===== src/shared/pat_pkg.sv =====
// Constants shared by the three-channel 8-bit timer.
// Assumes one system clock feeds both the divide-by-12 and the fast prescaler taps.
package pat_pkg;
  localparam int NCH  = 3;
  localparam int AW   = 10;
  localparam int DW   = 32;

  // Register indexes; the byte address is four times the index.
  localparam logic [7:0] CTRL_IDX [NCH] = '{8'hB4, 8'hC1, 8'hC4};
  localparam logic [7:0] CNT_IDX  [NCH] = '{8'hB5, 8'hC2, 8'hC5};
  localparam logic [7:0] DATA_IDX [NCH] = '{8'hB6, 8'hC3, 8'hC6};

  localparam int BIT_EN  = 7;
  localparam int BIT_CLR = 6;
  localparam int BIT_FS  = 3;
  localparam int BIT_OE  = 1;
  localparam int BIT_MD  = 0;

  localparam logic [7:0] CTRL_RST     = 8'h00;
  localparam logic [7:0] DATA_RST     = 8'h00;
  localparam logic [7:0] CNT_RST      = 8'h00;
  localparam logic [7:0] CNT_TOP      = 8'hFF;
  localparam logic [7:0] CTRL_RW_MASK = 8'hBB;

  localparam int         NDIV       = 7;
  localparam int         DIV_W      = 18;
  localparam logic [3:0] PRE12_LAST = 4'hB;
  localparam int         DIV_EXP [NDIV] = '{0, 4, 5, 7, 10, 14, 18};
  localparam logic [2:0] FS_EVENT   = 3'h7;

  typedef enum logic {
    PAT_AUTO_RELOAD = 1'b0,
    PAT_PWM         = 1'b1
  } pat_mode_t;
endpackage


===== src/shared/pat_tick_if.sv =====
// Counting-clock ticks from the prescaler to the timer channels.
// Assumes every tick is a one-cycle pulse in the mclk domain.
`timescale 1ns/1ns
interface pat_tick_if;
  logic [pat_pkg::NDIV-1:0] div_tick;
  logic [pat_pkg::NCH-1:0]  evt_tick;
  modport source (output div_tick, output evt_tick);
  modport sink (input div_tick, input evt_tick);
endinterface


===== src/design/pat_prescaler.sv =====
// Shared prescaler: divide-by-12, fast power-of-two taps and event-pin falling edges.
// Assumes the event pins are already synchronous to mclk.
`timescale 1ns/1ns
module pat_prescaler (
  input  wire logic                    mclk,
  input  wire logic                    rst_n,
  input  wire logic [pat_pkg::NCH-1:0] event_input_pin,
  pat_tick_if.source                   tk
);
  import pat_pkg::*;

  logic [3:0]       pre12_q;
  logic [DIV_W-1:0] div_q;
  logic [NCH-1:0]   evt_q;
  logic [NDIV-1:0]  tick_d;
  logic [NDIV-1:0]  tick_q;
  logic [NCH-1:0]   evt_tick_q;

  always_ff @(posedge mclk or negedge rst_n) begin
    if (!rst_n) begin
      pre12_q <= 4'h0;
      div_q   <= '0;
    end else begin
      pre12_q <= (pre12_q == PRE12_LAST) ? 4'h0 : pre12_q + 4'h1;
      div_q   <= div_q + {{(DIV_W-1){1'b0}}, 1'b1};
    end
  end

  assign tick_d[0] = (pre12_q == PRE12_LAST);
  for (genvar g = 1; g < NDIV; g++) begin : g_tap
    localparam int E = DIV_EXP[g];
    assign tick_d[g] = &div_q[E-1:0];
  end

  // The counters step on the falling edge of the event pin.
  always_ff @(posedge mclk or negedge rst_n) begin
    if (!rst_n) begin
      evt_q      <= '0;
      evt_tick_q <= '0;
      tick_q     <= '0;
    end else begin
      evt_q      <= event_input_pin;
      evt_tick_q <= evt_q & ~event_input_pin;
      tick_q     <= tick_d;
    end
  end

  assign tk.div_tick = tick_q;
  assign tk.evt_tick = evt_tick_q;
endmodule


===== src/design/pat_channel.sv =====
// One 8-bit timer channel: counter, comparator and wave output.
// Assumes clear has priority over counting and ticks are one-cycle pulses.
`timescale 1ns/1ns
module pat_channel #(
  parameter int CH = 0
) (
  input  wire logic               mclk,
  input  wire logic               rst_n,
  pat_tick_if.sink                tk,
  input  wire logic               enable,
  input  pat_pkg::pat_mode_t      wave_mode_select,
  input  wire logic [2:0]         count_clock_select,
  input  wire logic [7:0]         compare_value,
  input  wire logic               count_clear,
  output logic      [7:0]         count_value,
  output logic                    step,
  output logic                    match,
  output logic                    wave
);
  import pat_pkg::*;

  logic [7:0] cnt_q;
  logic [7:0] nxt;
  logic [7:0] last;
  logic [7:0] src;
  logic       tick;
  logic       wrap;
  logic       step_w;
  logic       arm_q;
  logic       match_q;
  logic       wave_q;

  always_comb begin
    src    = {tk.evt_tick[CH], tk.div_tick};
    tick   = src[count_clock_select];
    last   = compare_value - 8'h01;
    wrap   = (wave_mode_select == PAT_PWM) ? (cnt_q == CNT_TOP) : (cnt_q == last);
    step_w = enable && tick && !arm_q && !count_clear;
    nxt    = wrap ? CNT_RST : cnt_q + 8'h01;
  end

  // The first tick after start only arms the channel, so the first period runs one tick long.
  always_ff @(posedge mclk or negedge rst_n) begin
    if (!rst_n) begin
      arm_q <= 1'b1;
    end else if (count_clear || !enable) begin
      arm_q <= 1'b1;
    end else if (tick) begin
      arm_q <= 1'b0;
    end
  end

  always_ff @(posedge mclk or negedge rst_n) begin
    if (!rst_n) begin
      cnt_q <= CNT_RST;
    end else if (count_clear) begin
      cnt_q <= CNT_RST;
    end else if (step_w) begin
      cnt_q <= nxt;
    end
  end

  always_ff @(posedge mclk or negedge rst_n) begin
    if (!rst_n) begin
      match_q <= 1'b0;
    end else begin
      match_q <= step_w && wrap && (wave_mode_select == PAT_AUTO_RELOAD);
    end
  end

  // In auto-reload mode the wave toggles on each match for a half-duty square output.
  always_ff @(posedge mclk or negedge rst_n) begin
    if (!rst_n) begin
      wave_q <= 1'b0;
    end else if (step_w) begin
      if (wave_mode_select == PAT_PWM) begin
        if (nxt == CNT_RST) begin
          wave_q <= (compare_value != DATA_RST);
        end else if (nxt == compare_value) begin
          wave_q <= 1'b0;
        end
      end else if (wrap) begin
        wave_q <= ~wave_q;
      end
    end
  end

  assign count_value = cnt_q;
  assign step        = step_w;
  assign match       = match_q;
  assign wave        = wave_q;
endmodule


===== src/design/pat_timer.sv =====
// Three-channel 8-bit auto-reload and pulse-width timer with an APB register slave.
// Assumes a zero-wait APB master; pins are synchronous to mclk.
//
// Implementation choice: the APB slave port.
`timescale 1ns/1ns
module pat_timer (
  input  wire logic                    mclk,
  input  wire logic                    rst_n,
  input  wire logic                    psel,
  input  wire logic                    penable,
  input  wire logic                    pwrite,
  input  wire logic [pat_pkg::AW-1:0]  paddr,
  input  wire logic [pat_pkg::DW-1:0]  pwdata,
  output logic      [pat_pkg::DW-1:0]  prdata,
  output logic                         pready,
  output logic                         pslverr,
  input  wire logic [pat_pkg::NCH-1:0] event_input_pin,
  input  wire logic [pat_pkg::NCH-1:0] gpio_port_out,
  output logic      [pat_pkg::NCH-1:0] pulse_width_pin,
  output logic      [pat_pkg::NCH-1:0] timer_irq
);
  import pat_pkg::*;

  logic [7:0]    ctrl_q [NCH];
  logic [7:0]    data_q [NCH];
  logic [7:0]    cnt_w  [NCH];
  logic [NCH-1:0] clr_q;
  logic [NCH-1:0] step_w;
  logic [NCH-1:0] match_w;
  logic [NCH-1:0] wave_w;
  logic [NCH-1:0] pin_q;
  logic [NCH-1:0] irq_q;
  logic [NCH-1:0] hit_ctrl;
  logic [NCH-1:0] hit_cnt;
  logic [NCH-1:0] hit_data;
  logic [DW-1:0]  prdata_q;
  logic [7:0]     rd_d;
  logic           pready_q;
  logic           pslverr_q;
  logic           hit_any;
  logic           setup;
  logic           wr_en;

  pat_tick_if tk ();

  pat_prescaler u_pre (
    .mclk            (mclk),
    .rst_n           (rst_n),
    .event_input_pin (event_input_pin),
    .tk              (tk)
  );

  // Address decode and read mux; reserved and clear bits always read as zero.
  always_comb begin
    hit_any = 1'b0;
    rd_d    = 8'h00;
    for (int i = 0; i < NCH; i++) begin
      hit_ctrl[i] = (paddr == {CTRL_IDX[i], 2'b00});
      hit_cnt[i]  = (paddr == {CNT_IDX[i], 2'b00});
      hit_data[i] = (paddr == {DATA_IDX[i], 2'b00});
      hit_any     = hit_any | hit_ctrl[i] | hit_cnt[i] | hit_data[i];
      if (hit_ctrl[i]) begin
        rd_d = ctrl_q[i] & CTRL_RW_MASK;
      end
      if (hit_cnt[i]) begin
        rd_d = cnt_w[i];
      end
      if (hit_data[i]) begin
        rd_d = data_q[i];
      end
    end
  end

  assign setup = psel && !penable;
  assign wr_en = psel && penable && pready_q && pwrite;

  // Answer is prepared in the setup cycle so every access completes with no wait state.
  always_ff @(posedge mclk or negedge rst_n) begin
    if (!rst_n) begin
      pready_q  <= 1'b0;
      pslverr_q <= 1'b0;
      prdata_q  <= '0;
    end else begin
      pready_q  <= setup;
      pslverr_q <= setup && !hit_any;
      prdata_q  <= (setup && !pwrite && hit_any) ? {24'h000000, rd_d} : '0;
    end
  end

  always_ff @(posedge mclk or negedge rst_n) begin
    if (!rst_n) begin
      for (int i = 0; i < NCH; i++) begin
        ctrl_q[i] <= CTRL_RST;
      end
    end else begin
      for (int i = 0; i < NCH; i++) begin
        if (wr_en && hit_ctrl[i]) begin
          ctrl_q[i] <= pwdata[7:0] & CTRL_RW_MASK;
        end
      end
    end
  end

  // The clear bit is never stored: a write of one gives a single-cycle pulse.
  always_ff @(posedge mclk or negedge rst_n) begin
    if (!rst_n) begin
      clr_q <= '0;
    end else begin
      for (int i = 0; i < NCH; i++) begin
        clr_q[i] <= wr_en && hit_ctrl[i] && pwdata[BIT_CLR];
      end
    end
  end

  always_ff @(posedge mclk or negedge rst_n) begin
    if (!rst_n) begin
      for (int i = 0; i < NCH; i++) begin
        data_q[i] <= DATA_RST;
      end
    end else begin
      for (int i = 0; i < NCH; i++) begin
        if (wr_en && hit_data[i]) begin
          data_q[i] <= pwdata[7:0];
        end
      end
    end
  end

  for (genvar g = 0; g < NCH; g++) begin : g_ch
    pat_channel #(
      .CH (g)
    ) u_ch (
      .mclk               (mclk),
      .rst_n              (rst_n),
      .tk                 (tk),
      .enable             (ctrl_q[g][BIT_EN]),
      .wave_mode_select   (pat_mode_t'(ctrl_q[g][BIT_MD])),
      .count_clock_select (ctrl_q[g][BIT_FS +: 3]),
      .compare_value      (data_q[g]),
      .count_clear        (clr_q[g]),
      .count_value        (cnt_w[g]),
      .step               (step_w[g]),
      .match              (match_w[g]),
      .wave               (wave_w[g])
    );
  end

  always_ff @(posedge mclk or negedge rst_n) begin
    if (!rst_n) begin
      pin_q <= '0;
      irq_q <= '0;
    end else begin
      for (int i = 0; i < NCH; i++) begin
        pin_q[i] <= ctrl_q[i][BIT_OE] ? wave_w[i] : gpio_port_out[i];
        irq_q[i] <= match_w[i];
      end
    end
  end

  assign prdata          = prdata_q;
  assign pready          = pready_q;
  assign pslverr         = pslverr_q;
  assign pulse_width_pin = pin_q;
  assign timer_irq       = irq_q;

  for (genvar g = 0; g < NCH; g++) begin : g_chk

  end
endmodule


===== config.mk =====
export PLATFORM = sky130hd
export DESIGN_NAME = pat_timer
export DESIGN_NICKNAME = d
export VERILOG_FILES = /design/src/shared/pat_pkg.sv /design/src/shared/pat_tick_if.sv /design/src/design/pat_prescaler.sv /design/src/design/pat_channel.sv /design/src/design/pat_timer.sv
export SDC_FILE = /design/constraint.sdc
export NUM_CORES = 1
export LEC_CHECK = 0
export BUFFER_PORTS_ARGS = -buffer_cell sky130_fd_sc_hd__buf_2
export CAP_MARGIN = 20
export CORE_MARGIN = 5
export CORE_UTILIZATION = 37
export CTS_CLUSTER_DIAMETER = 100
export CTS_CLUSTER_SIZE = 28
export DETAILED_ROUTE_END_ITERATION = 6
export HOLD_SLACK_MARGIN = 0.15
export SLEW_MARGIN = 20
export SYNTH_ARGS = -nofsm -noshare
export SYNTH_HDL_FRONTEND = slang
export SYNTH_HIERARCHICAL = 1
export SYNTH_SLANG_ARGS = --single-unit

===== constraint.sdc =====
create_clock -name mclk -period 3.4 [get_ports mclk]
set_clock_uncertainty 0.2 [all_clocks]
set_input_delay 0.34 -clock mclk [delete_from_list [all_inputs] [get_ports mclk]]
set_output_delay 0.34 -clock mclk [all_outputs]
set_load 0.05 [all_outputs]

==> reports/summary.txt, run 1 <==
endpoints failing hold: 0
Initial Util: 0.3727
Leak: 4.230 nW
fin. max-slew vios: 0
Inst Count DP: 1164
via count: 6714
antenna-violating nets left: 0
commonest non-fill, non-tap cell in the layout: dfrtp_1
status: finished, final reports clean
DR pass1 iterations: 5
crit end category: flop
Max-cap violations: 0
Worst-Skew Late Latency: 0.43 ns
Final WS setup: 0.2740 ns
clock period minus worst slack: 3.126 ns
switch share: 0.2537
Worst EP arrival: 3.22 ns
post-CTS setup buffer count: 0
routability-driven placement congestion ratio: 0.8924
startpoint types: flop
slowest stage delay, CP: 0.55 ns
Area Growth Syn to Fin: 13.99%
share of synthesized flip-flops with an asynchronous set or reset: 1.000
clk root buf: clkbuf_16
clock sink count: 129
pin count of the biggest net entering global routing: 71
GRT overflow: 0
Post-Route WL: 21300 µm
Req. time, crit path: 3.49 ns
highest-count cells in the layout ignoring fill and taps: 125 x dfrtp_1, 82 x nor2_1, 45 x mux2_2, 44 x a21oi_1, 44 x nand2_1
peak supply drop: 0.2883 mV
Reg clk slew, reported paths: 0.06 ns
Core ar.: 0.02250 mm²
pre-CTS setup slack: 0.2945 ns
# setup viols final: 0
site row count: 55
die area: 0.02578 mm²
Avg Inst Size Synth: 9.629 µm²
Top Family by Delay on Critical Path: compound AO/OA/AOI/OAI gates
share of cells above drive strength 1: 0.1989
PD cells: 372.5 mW/mm²
CTS tree: done
Crit Path Max Fanout: 21
sequential-to-total area share from yosys stat: 0.3853
first-pass GRT wire length: 34750 µm
IO Pins: 93
Seq pwr share: 0.434
fin nets: 982
DRC Markers: 0
initial DRC count: 595
register bit total from synthesis: 129
Synth Warn #: 6
Slew HR: 0.5404
Clk pwr share: 0.504
HP Class: flop to flop
Buf/Inv on CP: 2
total global-route track usage: 0.1670
initial antenna violation count: 0
number of global-route vias before repair: 6310
CTS Buf Count: 17
Post-Synthesis Cells: 871
ys flop type: dfrtp_1
cells along the critical path: inv_1, ha_1, nor4bb_1, a31oi_1, o21ai_0, o2111ai_1, a211oi_2, buf_12, o21ai_1, a222oi_1, a21oi_1
CP startpoint: data_q[17]$_DFFE_PN0P_
hold_sp: g_ch[1].u_ch/match$_DFF_PN0_
H-tree Lvls: 4
DR vias/cell: 5.526
post-DP HPWL: 15100 µm
Die Span Y: 160.6 µm
Tot Pwr: 0.003562 W
RSZ-0062 raised after global routing: false
NetSw: 0.0009036 W
Avg WL per Cell: 17.53 µm
CP max-delay cell: dfrtp_1
EDFF count, synth: 0
ANT cells: 0
Filler Cell Count: 2154
width of the chip: 160.6 µm
Setup TNS: 0 ns
reg2reg start: data_q[17]$_DFFE_PN0P_
Max Freq: 319.9 MHz
fin cells: 1215
number of port buffers: 44
worst slew pin tran: 0.6894 ns
crit path kind: flop to flop
Clock Path Buffers: 2
final hold slack: 0.1504 ns
Pint: 0.002658 W
library cells used by synthesis: 77
Post-Synthesis Cell Area: 0.008387 mm²
Comb power frac: 0.062
final worst-path cycle share: 0.9194
==> area by class of cell <==
class	instances	area, µm²	area share
multi-input cells	663	4700	0.4916
flip-flops and latches	129	3233	0.3382
repair buffers	87	621.8	0.06504
clock buffers	20	456.7	0.04777
well taps	285	356.6	0.03730
clock inverters	12	121.4	0.01269
inverters	19	71.32	0.007460
==> flip-flops by register name, summed over array words and instances, names as in the netlist <==
| name | flops |
|---|---|
| pslverr | 1 |
| u_pre/tk.div_tick | 7 |
| data_q | 24 |
| pready | 1 |
| g_ch.u_ch/match | 3 |
| u_pre/evt_q | 3 |
| prdata | 8 |
| pulse_width_pin | 3 |
| g_ch.u_ch/wave | 3 |
| u_pre/tk.evt_tick | 3 |
| u_pre/div_q | 18 |
| clr_q | 3 |
| timer_irq | 3 |
| u_pre/pre12_q | 4 |
| g_ch.u_ch/arm_q | 3 |
| ctrl_q | 18 |
| g_ch.u_ch/count_value | 24 |
==> Yosys cell counts, drive strengths merged (5+ instances only) <==
| cell type | number | area share |
|---|---|---|
| mux4 | 6 | 0.016 |
| xnor2 | 33 | 0.034 |
| nor2 | 84 | 0.038 |
| mux2i | 15 | 0.018 |
| nor4b | 6 | 0.0063 |
| o21ai | 33 | 0.020 |
| and2 | 11 | 0.0082 |
| nor2b | 7 | 0.0052 |
| nand3b | 17 | 0.015 |
| nor4 | 11 | 0.012 |
| inv | 19 | 0.0085 |
| nor3b | 26 | 0.023 |
| a22oi | 10 | 0.011 |
| o2111ai | 7 | 0.0073 |
| or3 | 11 | 0.0082 |
| a21oi | 44 | 0.026 |
| nand3 | 26 | 0.018 |
| and3 | 11 | 0.0088 |
| mux2 | 45 | 0.060 |
| nand2b | 10 | 0.0075 |
| nor3 | 25 | 0.016 |
| o22ai | 8 | 0.0060 |
| a211oi | 12 | 0.013 |
| dfrtp | 126 | 0.38 |
| clkbuf | 32 | 0.014 |
| o31a | 6 | 0.0063 |
| o221a | 5 | 0.0067 |
| ha | 12 | 0.018 |
| xor2 | 31 | 0.033 |
| nand2 | 45 | 0.020 |
| and4 | 7 | 0.0073 |
| buf | 51 | 0.042 |
| nand4 | 6 | 0.0060 |
==> path summary, 6_finish.rpt <==
kind	to	slack (ns)	cells after the start
min	timer_irq[1]$_DFF_PN0_	0.15	0
max reg2reg	g_ch[0].u_ch/wave$_DFFE_PN0P_	0.27	11
max in group asynchronous	g_ch[1].u_ch/arm_q$_DFFE_PN1P_	1.87	3
max	g_ch[0].u_ch/wave$_DFFE_PN0P_	0.27	11
min reg2reg	timer_irq[1]$_DFF_PN0_	0.15	0
min in group asynchronous	timer_irq[2]$_DFF_PN0_	0.32	2
==> power by group through the flow <==
stage | Combinational, W | Clock [W] | Sequential, W
detailed placement | 0.000203 | 0 | 0.00157
CTS | 0.000220 | 0.00184 | 0.00155
global route | 0.000237 | 0.00192 | 0.00155
finish | 0.000220 | 0.00180 | 0.00155
global placement | 0.000203 | 0 | 0.00157
floorplan | 0.000127 | 0 | 0.00158
==> logic make-up after synthesis <==
kind of cell / after synthesis / share of synthesized area
other: 1 / 0.0004471
buffers and inverters: 102 / 0.06460
DFF: 129 / 0.3853
xor gates and xnor gates: 64 / 0.06773
AOI/OAI and AO/OA: 173 / 0.1446
muxes: 66 / 0.09444
and+or+nand+nor: 324 / 0.2250
adders and majority gates: 12 / 0.01790
==> layer usage <==
layer / track usage / wire, µm
met5: 0 / 0
met4: 0.04849 / 419
met3: 0.03362 / 1066
met2: 0.2571 / 9689
met1: 0.2387 / 10130
==> worst reg2reg max path, cell delays in order, from the launching register on <==
cell and delay (ns):
dfrtp_1 0.55, inv_1 0.11, ha_1 0.34, nor4bb_1 0.29
a31oi_1 0.06, o21ai_0 0.17, o2111ai_1 0.20, a211oi_2 0.28
buf_12 0.19, o21ai_1 0.08, a222oi_1 0.40, a21oi_1 0.12
==> metrics by stage <==
stage	utilization	instance area, µm²
2_1_floorplan	-	8473
5_1_grt	0.4249	9560
4_1_cts	0.4248	9559
6_report	0.4249	9560
3_5_place_dp	0.3907	8791
3_3_place_gp	0.3907	8791
==> timing repair <==
item,CTS,global route
hold buffers,19,0
resized for setup,0,1
hold endpoints to repair,108,0
setup endpoints to repair,0,1
Note: power is estimated with default switching activity, not from simulation.
==> run 2, diff against run 1 <==
--- a/config.mk
+++ b/config.mk
@@ -7,8 +7,9 @@
 export LEC_CHECK = 0
 export BUFFER_PORTS_ARGS = -buffer_cell sky130_fd_sc_hd__buf_2
 export CAP_MARGIN = 20
-export CORE_MARGIN = 5
+export CORE_MARGIN = 2
 export CORE_UTILIZATION = 37
+export CTS_BUF_LIST = sky130_fd_sc_hd__clkbuf_16
 export CTS_CLUSTER_DIAMETER = 100
 export CTS_CLUSTER_SIZE = 28
 export DETAILED_ROUTE_END_ITERATION = 6
==> run 2 against run 1 <==
Routed wire length fell by 2.2%. Largest cell class unchanged. Power is 3.6% lower. Critical path depth is 1 lower. Die area is 7.3% lower.
==> reports/summary.txt, run 2 (synthesized netlist as in run 1, its figures left out) <==
die area: 0.02389 mm² (-7.3%)
gr busiest metal: met2
DR vias/cell: 5.482 (-0.79%)
pin count of the biggest net entering global routing: 76 (+7.0%)
site row count: 55 (unchanged)
width of the chip: 154.6 µm (-3.7%)
first-pass GRT wire length: 34140 µm (-1.7%)
post-DP HPWL: 14790 µm (-2.0%)
share of cells above drive strength 1: 0.2013 (+0.002360)
Inst Count DP: 1167 (+0.26%)
global routing usage on met2: 0.2908 (+0.03372)
highest-count cells in the layout ignoring fill and taps: 126 x dfrtp_1, 82 x nor2_1, 45 x mux2_2, 44 x a21oi_1, 44 x nand2_1
Reg clk slew, reported paths: 0.06 ns (about the same)
Max-cap violations: 0 (unchanged)
Initial Util: 0.3738 (+0.001143)
clk root buf: clkbuf_16
DRC Markers: 0 (unchanged)
Leak: 4.236 nW (+0.14%)
global routing usage on met1: 0.2416 (+0.002882)
Slew HR: 0.5169 (-0.02347)
HP Class: flop to flop
cts repair resizes: 0 (unchanged)
number of global-route vias before repair: 6361 (+0.81%)
initial antenna violation count: 0 (unchanged)
worst slew pin tran: 0.7247 ns (+0.03521 ns)
CP startpoint: data_q[17]$_DFFE_PN0P_
CP max-delay cell: dfrtp_1
commonest non-fill, non-tap cell in the layout: dfrtp_1
peak supply drop: 0.3478 mV (+21%)
hold_sp: g_ch[2].u_ch/match$_DFF_PN0_
Setup TNS: 0 ns (unchanged)
GRT overflow: 0 (unchanged)
crit path kind: flop to flop
Post-Route WL: 20840 µm (-2.2%)
initial DRC count: 426 (-28%)
total global-route track usage: 0.1799 (+0.01294)
DR pass1 iterations: 5 (unchanged)
reg2reg start: data_q[17]$_DFFE_PN0P_
IO Pins: 93 (unchanged)
Worst EP arrival: 3.16 ns (-0.06 ns)
PD cells: 358.9 mW/mm² (-3.7%)
cells along the critical path: inv_1, ha_1, nor4bb_1, a31oi_1, o21ai_0, o2111ai_1, a211oi_2, o21ai_1, a222oi_1, a21oi_1
pre-CTS setup slack: 0.3633 ns (+0.06876 ns)
# setup viols final: 0 (unchanged)
clock sink count: 129 (unchanged)
CTS Buf Count: 17 (unchanged)
Area Growth Syn to Fin: 14.02% (about the same)
clock period minus worst slack: 3.066 ns (-0.06005 ns)
routability-driven placement congestion ratio: 0.8776 (-1.7%)
CTS tree: done
GR Util met3: 0.03446 (+0.0008478)
Buf/Inv on CP: 1 (-1)
RSZ-0062 raised after global routing: false
status: finished, final reports clean
Clock Path Buffers: 2 (unchanged)
crit end category: flop
fin. max-slew vios: 0 (unchanged)
fin nets: 986 (+0.41%)
H-tree Lvls: 4 (unchanged)
number of port buffers: 44 (unchanged)
startpoint types: flop
Die Span Y: 154.6 µm (-3.7%)
Final WS setup: 0.3340 ns (+0.06005 ns)
Top Family by Delay on Critical Path: compound AO/OA/AOI/OAI gates
fin cells: 1219 (+0.33%)
Max Freq: 326.2 MHz (+2.0%)
Core ar.: 0.02243 mm² (-0.31%)
antenna-violating nets left: 0 (unchanged)
Tot Pwr: 0.003432 W (-3.6%)
slowest stage delay, CP: 0.56 ns (about the same)
Crit Path Max Fanout: 11 (-48%)
Worst-Skew Late Latency: 0.43 ns (about the same)
Req. time, crit path: 3.50 ns (about the same)
final worst-path cycle share: 0.9018 (-0.01766)
final core occ: 0.4263 (+0.001415)
Avg WL per Cell: 17.10 µm (-2.5%)
endpoints failing hold: 0 (unchanged)
via count: 6683 (-0.46%)
ANT cells: 0 (unchanged)
==> run 2: cell types whose count changed in the layout (fill, tap and decap cells not counted), moves of 2 or more <==
cell,delta
clkinv_2,+3
buf_4,+2
clkinv_4,+4
clkbuf_8,-2
inv_6,-3
==> run 2: worst paths after layout <==
| path | to | slack [ns] | depth (start not counted) |
|---|---|---|---|
| max | g_ch[0].u_ch/wave$_DFFE_PN0P_ | 0.33 | 10 |
| min in group asynchronous | g_ch[2].u_ch/count_value[5]$_DFFE_PN0P_ | 0.27 | 2 |
| min | timer_irq[2]$_DFF_PN0_ | 0.15 | 0 |
| max in group asynchronous | ctrl_q[0]$_DFFE_PN0P_ | 1.99 | 3 |
| max reg2reg | g_ch[0].u_ch/wave$_DFFE_PN0P_ | 0.33 | 10 |
| min reg2reg | timer_irq[2]$_DFF_PN0_ | 0.15 | 0 |
==> run 2: cell type report <==
class                      instances  area (µm²)
multi-input combinational        663        4700
sequential                       129        3232
clock buffer                      17       425.4
tap                              285       356.6
clock inverter                    15       111.4
timing repair buffer              91       666.9
fill                            2209       12870
inverter                          19       71.32
==> run 2: routing by layer <==
metal | wire length, µm | vias to the layer above | part of all wire
met2 | 9709 | 167 | 0.47
met1 | 9752 | 3256 | 0.47
met5 | 0 | - | 0
met4 | 443 | 0 | 0.021
li1 | - | 3228 | -
met3 | 934 | 32 | 0.045
==> run 2: where the power goes <==
group / leakage (nW) / internal, W / switching (W) / total [W]
Sequential: 1.75 / 0.00154 / 0.00000298 / 0.00155
Combinational: 2.23 / 0.0000559 / 0.000163 / 0.000218
Clock: 0.256 / 0.000933 / 0.000735 / 0.00167
Total: 4.24 / 0.00253 / 0.000900 / 0.00343
==> run 2: metrics by stage <==
step | hold slack (ns) | instance area (µm²)
5_1_grt | 0.1686 | 9563
6_report | 0.1497 | 9563
4_1_cts | 0.1533 | 9563
3_5_place_dp | 0.1418 | 8826
3_3_place_gp | 0.1349 | 8826
2_1_floorplan | -0.1556 | 8473
==> run 2: timing repair <==
action	4_1_cts	5_1_grt
buffers inserted	0	0
hold buffers	20	0
hold endpoints to repair	122	0
endpoints found under the setup margin	0	0
==> run 3, diff against run 2 <==
--- a/config.mk
+++ b/config.mk
@@ -17,5 +17,4 @@
 export SLEW_MARGIN = 20
 export SYNTH_ARGS = -nofsm -noshare
 export SYNTH_HDL_FRONTEND = slang
-export SYNTH_HIERARCHICAL = 1
 export SYNTH_SLANG_ARGS = --single-unit
==> run 3 against run 2 <==
Cell area decreased by 4.3%. Via count decreased by 5.0%. Critical path type unchanged. First-iteration DRC count rose by 4.9%. Largest cell class unchanged. Maximum frequency fell by 4.5%. Combinational power fell by 17%. Power rose by 3.4%. Hold slack worse by 0.0024 ns. Clock power grew 9%. Sequential power barely moved. Setup slack got worse by 0.14 ns. Non-clock buffer count increased by 2. Routed wire length shrank 2.3%. Highest routed layer unchanged.
==> reports/summary.txt, run 3 <==
status: finished, final reports clean
DRC Markers: 0 (unchanged)
Max-cap violations: 0 (unchanged)
DR pass1 iterations: 7 (+2)
Reg clk slew, reported paths: 0.06 ns (about the same)
startpoint types: flop
Synth Warn #: 0 (-6)
reg2reg end: g_ch[2].u_ch.wave$_DFFE_PN0P_
Comb power frac: 0.051 (-0.013)
slowest stage delay, CP: 0.43 ns (-0.13 ns)
CP max-delay cell: or4_1
Post-Route WL: 20370 µm (-2.3%)
final core occ: 0.4368 (+0.01056)
register bit total from synthesis: 129 (unchanged)
worst slew pin tran: 0.6881 ns (-0.03652 ns)
Worst-Skew Late Latency: 0.43 ns (about the same)
crit end category: flop
pin count of the biggest net entering global routing: 71 (-6.6%)
via count: 6346 (-5.0%)
Initial Util: 0.3765 (+0.002620)
hold_sp: g_ch[1].u_ch.match$_DFF_PN0_
Final WS setup: 0.1893 ns (-0.1447 ns)
Hold Path End: timer_irq[1]$_DFF_PN0_
ys flop type: dfrtp_1
Synth area leader: dfrtp_1
antenna-violating nets left: 0 (unchanged)
crit path kind: flop to flop
Clock Path Buffers: 2 (unchanged)
HP Class: flop to flop
final worst-path cycle share: 0.9443 (+0.04257)
cells along the critical path: inv_1, ha_1, or3b_4, or4_1, a22o_1, a21oi_2, o211a_4, nor2_2, o32a_1, nor4_2, o21ai_1
PD cells: 387.7 mW/mm² (+8.0%)
Setup TNS: 0 ns (unchanged)
ANT cells: 0 (unchanged)
Avg WL per Cell: 17.25 µm (+0.88%)
routability-driven placement congestion ratio: 0.8871 (+1.1%)
Area Growth Syn to Fin: 16.03%
pre-CTS setup slack: 0.1173 ns (-0.2460 ns)
Avg Inst Size Synth: 9.403 µm² (-2.4%)
H-tree Lvls: 4 (unchanged)
Yosys top cell area share: 0.3997 (+0.02373)
initial antenna violation count: 0 (unchanged)
final hold slack: 0.1473 ns (-0.002360 ns)
CTS tree: done
Crit Path Max Fanout: 5 (-6)
fin. max-slew vios: 0 (unchanged)
Area contributors post-synth: dfrtp_1 40%, mux2_2 5.3%, xnor2_1 3.7%
Hold Crit Depth: 0 (unchanged)
switch share: 0.2467 (-0.01556)
width of the chip: 150.0 µm (-2.9%)
share of cells above drive strength 1: 0.1909 (-0.01034)
sequential-to-total area share from yosys stat: 0.4097 (+0.02433)
Post-Synthesis Cell Area: 0.007889 mm² (-5.9%)
DR vias/cell: 5.373 (-2.0%)
Filler Cell Count: 2036 (-7.8%)
Seq pwr share: 0.436 (-0.014)
endpoints failing hold: 0 (unchanged)
GRT overflow: 0 (unchanged)
commonest non-fill, non-tap cell in the layout: dfrtp_1
Die Span Y: 150.0 µm (-2.9%)
clk root buf: clkbuf_16
Leak: 4.245 nW (+0.23%)
share of synthesized flip-flops with an asynchronous set or reset: 1.000 (unchanged)
Worst EP arrival: 3.32 ns (+0.16 ns)
Max Freq: 311.5 MHz (-4.5%)
most common cell in the netlist: dfrtp_1
EDFF count, synth: 0 (unchanged)
site row count: 53 (-3.6%)
Pint: 0.002673 W (+5.6%)
clock period minus worst slack: 3.211 ns (+0.1447 ns)
Slew HR: 0.5402 (+0.02335)
initial DRC count: 447 (+4.9%)
number of global-route vias before repair: 6069 (-4.6%)
fin nets: 958 (-2.8%)
die area: 0.02250 mm² (-5.8%)
Req. time, crit path: 3.50 ns (about the same)
peak supply drop: 0.3566 mV (+2.5%)
post-DP HPWL: 14560 µm (-1.6%)
Core ar.: 0.02096 mm² (-6.6%)
library cells used by synthesis: 71 (-7.8%)
R2R depth: 11 (+1)
reg2reg start: data_q[1]$_DFFE_PN0P_
most common library cells after synthesis: 126 x dfrtp_1, 73 x nor2_1, 63 x nand2_1
Clk pwr share: 0.513 (+0.027)
IO Pins: 93 (unchanged)
number of port buffers: 44 (unchanged)
Reg2Reg Setup Slack: 0.19 ns (-0.14 ns)
highest-count cells in the layout ignoring fill and taps: 125 x dfrtp_1, 73 x nor2_1, 63 x nand2_1, 43 x buf_2
# setup viols final: 0 (unchanged)
clock sink count: 129 (unchanged)
total global-route track usage: 0.1864 (+0.006437)
first-pass GRT wire length: 32710 µm (-4.2%)
NetSw: 0.0008755 W (-2.7%)
Post-Synthesis Cells: 839 (-3.7%)
CTS Buf Count: 17 (unchanged)
RSZ-0062 raised after global routing: false
-- run 3: cell count changes after synthesis, moves of 11 or more --
cell	delta
buf_2	-12
nor2b_1	+12
nand2_1	+19
and3_1	+13
nor3b_1	-15
a31oi_1	+11
clkbuf_1	+11
-- run 3: final cells by class --
type / instances / area, µm² / area share
Timing Repair Buffer: 93 / 649.4 / 0.07094
Tap cell: 275 / 344.1 / 0.03759
Clock inverter: 15 / 160.2 / 0.01750
Sequential cell: 129 / 3233 / 0.3532
Multi-Input combinational cell: 628 / 4252 / 0.4645
Clock buffer: 17 / 425.4 / 0.04647
Inverter: 24 / 90.09 / 0.009841
-- run 3: cells by family (layout without fill, tap and decap cells) --
| kind of cell | after synthesis | in the layout | share of synthesized area |
|---|---|---|---|
| flip-flops | 129 | 129 | 0.4097 |
| AO/OA/AOI/OAI | 169 | 169 | 0.1424 |
| multiplexers | 49 | 49 | 0.07756 |
| adder cells (fa/ha/maj) | 12 | 12 | 0.01903 |
| other | 1 | 24 | 0.0004754 |
| AND/OR/NAND/NOR | 307 | 307 | 0.2059 |
| XOR/XNOR | 67 | 67 | 0.07962 |
| buffers and inverters | 105 | 149 | 0.06534 |
-- run 3: power by group through the flow --
stage	Clock (W)	Sequential, W	Combinational [W]
after floorplan	0	0.00158	0.000103
after global placement	0	0.00157	0.000168
after detailed placement	0	0.00157	0.000167
after CTS	0.00186	0.00155	0.000183
after global routing	0.00194	0.00155	0.000197
final	0.00182	0.00155	0.000182
-- run 3: worst max path at each step --
stage / startpoint / to / slack [ns] / cells past startpoint
floorplan: data_q[0]$_DFFE_PN0P_ / g_ch[2].u_ch.wave$_DFFE_PN0P_ / 0.11 / 13
global placement: data_q[1]$_DFFE_PN0P_ / g_ch[2].u_ch.wave$_DFFE_PN0P_ / 0.18 / 11
detailed placement: data_q[1]$_DFFE_PN0P_ / g_ch[2].u_ch.wave$_DFFE_PN0P_ / 0.12 / 11
CTS: data_q[1]$_DFFE_PN0P_ / g_ch[2].u_ch.wave$_DFFE_PN0P_ / 0.1 / 11
global route: data_q[17]$_DFFE_PN0P_ / g_ch[0].u_ch.wave$_DFFE_PN0P_ / 0.03 / 12
finish: data_q[1]$_DFFE_PN0P_ / g_ch[2].u_ch.wave$_DFFE_PN0P_ / 0.19 / 11
-- run 3: repair_timing --
item	in CTS	in global routing
endpoints found under the setup margin	0	5
hold endpoints to repair	112	0
hold buffers	17	0
buffers inserted	0	2
resized for setup	0	4
-- run 3: stage by stage --
| stage | instance area [µm²] | instances | total power, W |
|---|---|---|---|
| after floorplan | 7975 | 862 | 0.001687 |
| after global placement | 8363 | 1130 | 0.001742 |
| after detailed placement | 8363 | 1130 | 0.001741 |
| after CTS | 9119 | 1179 | 0.003587 |
| after global routing | 9154 | 1181 | 0.003680 |
| final | 9154 | 1181 | 0.003549 |
-- run 3: routing by layer --
metal / part of all wire / routed length, µm / vias to the layer above / GRT usage
li1: - / - / 3074 / -
met1: 0.46 / 9273 / 3086 / 0.2531
met2: 0.48 / 9753 / 164 / 0.3087
met3: 0.051 / 1045 / 22 / 0.03140
met4: 0.015 / 297 / 0 / 0.04858
met5: 0 / 0 / - / 0
-- run 3: critical path: cells and delay by family, from the launching register on --
family | cells | cell delay (ns)
flops | 1 | 0.38
compound gates | 5 | 1.09
buf+inv | 1 | 0.09
simple gates | 4 | 1.14
fa+ha+maj | 1 | 0.18
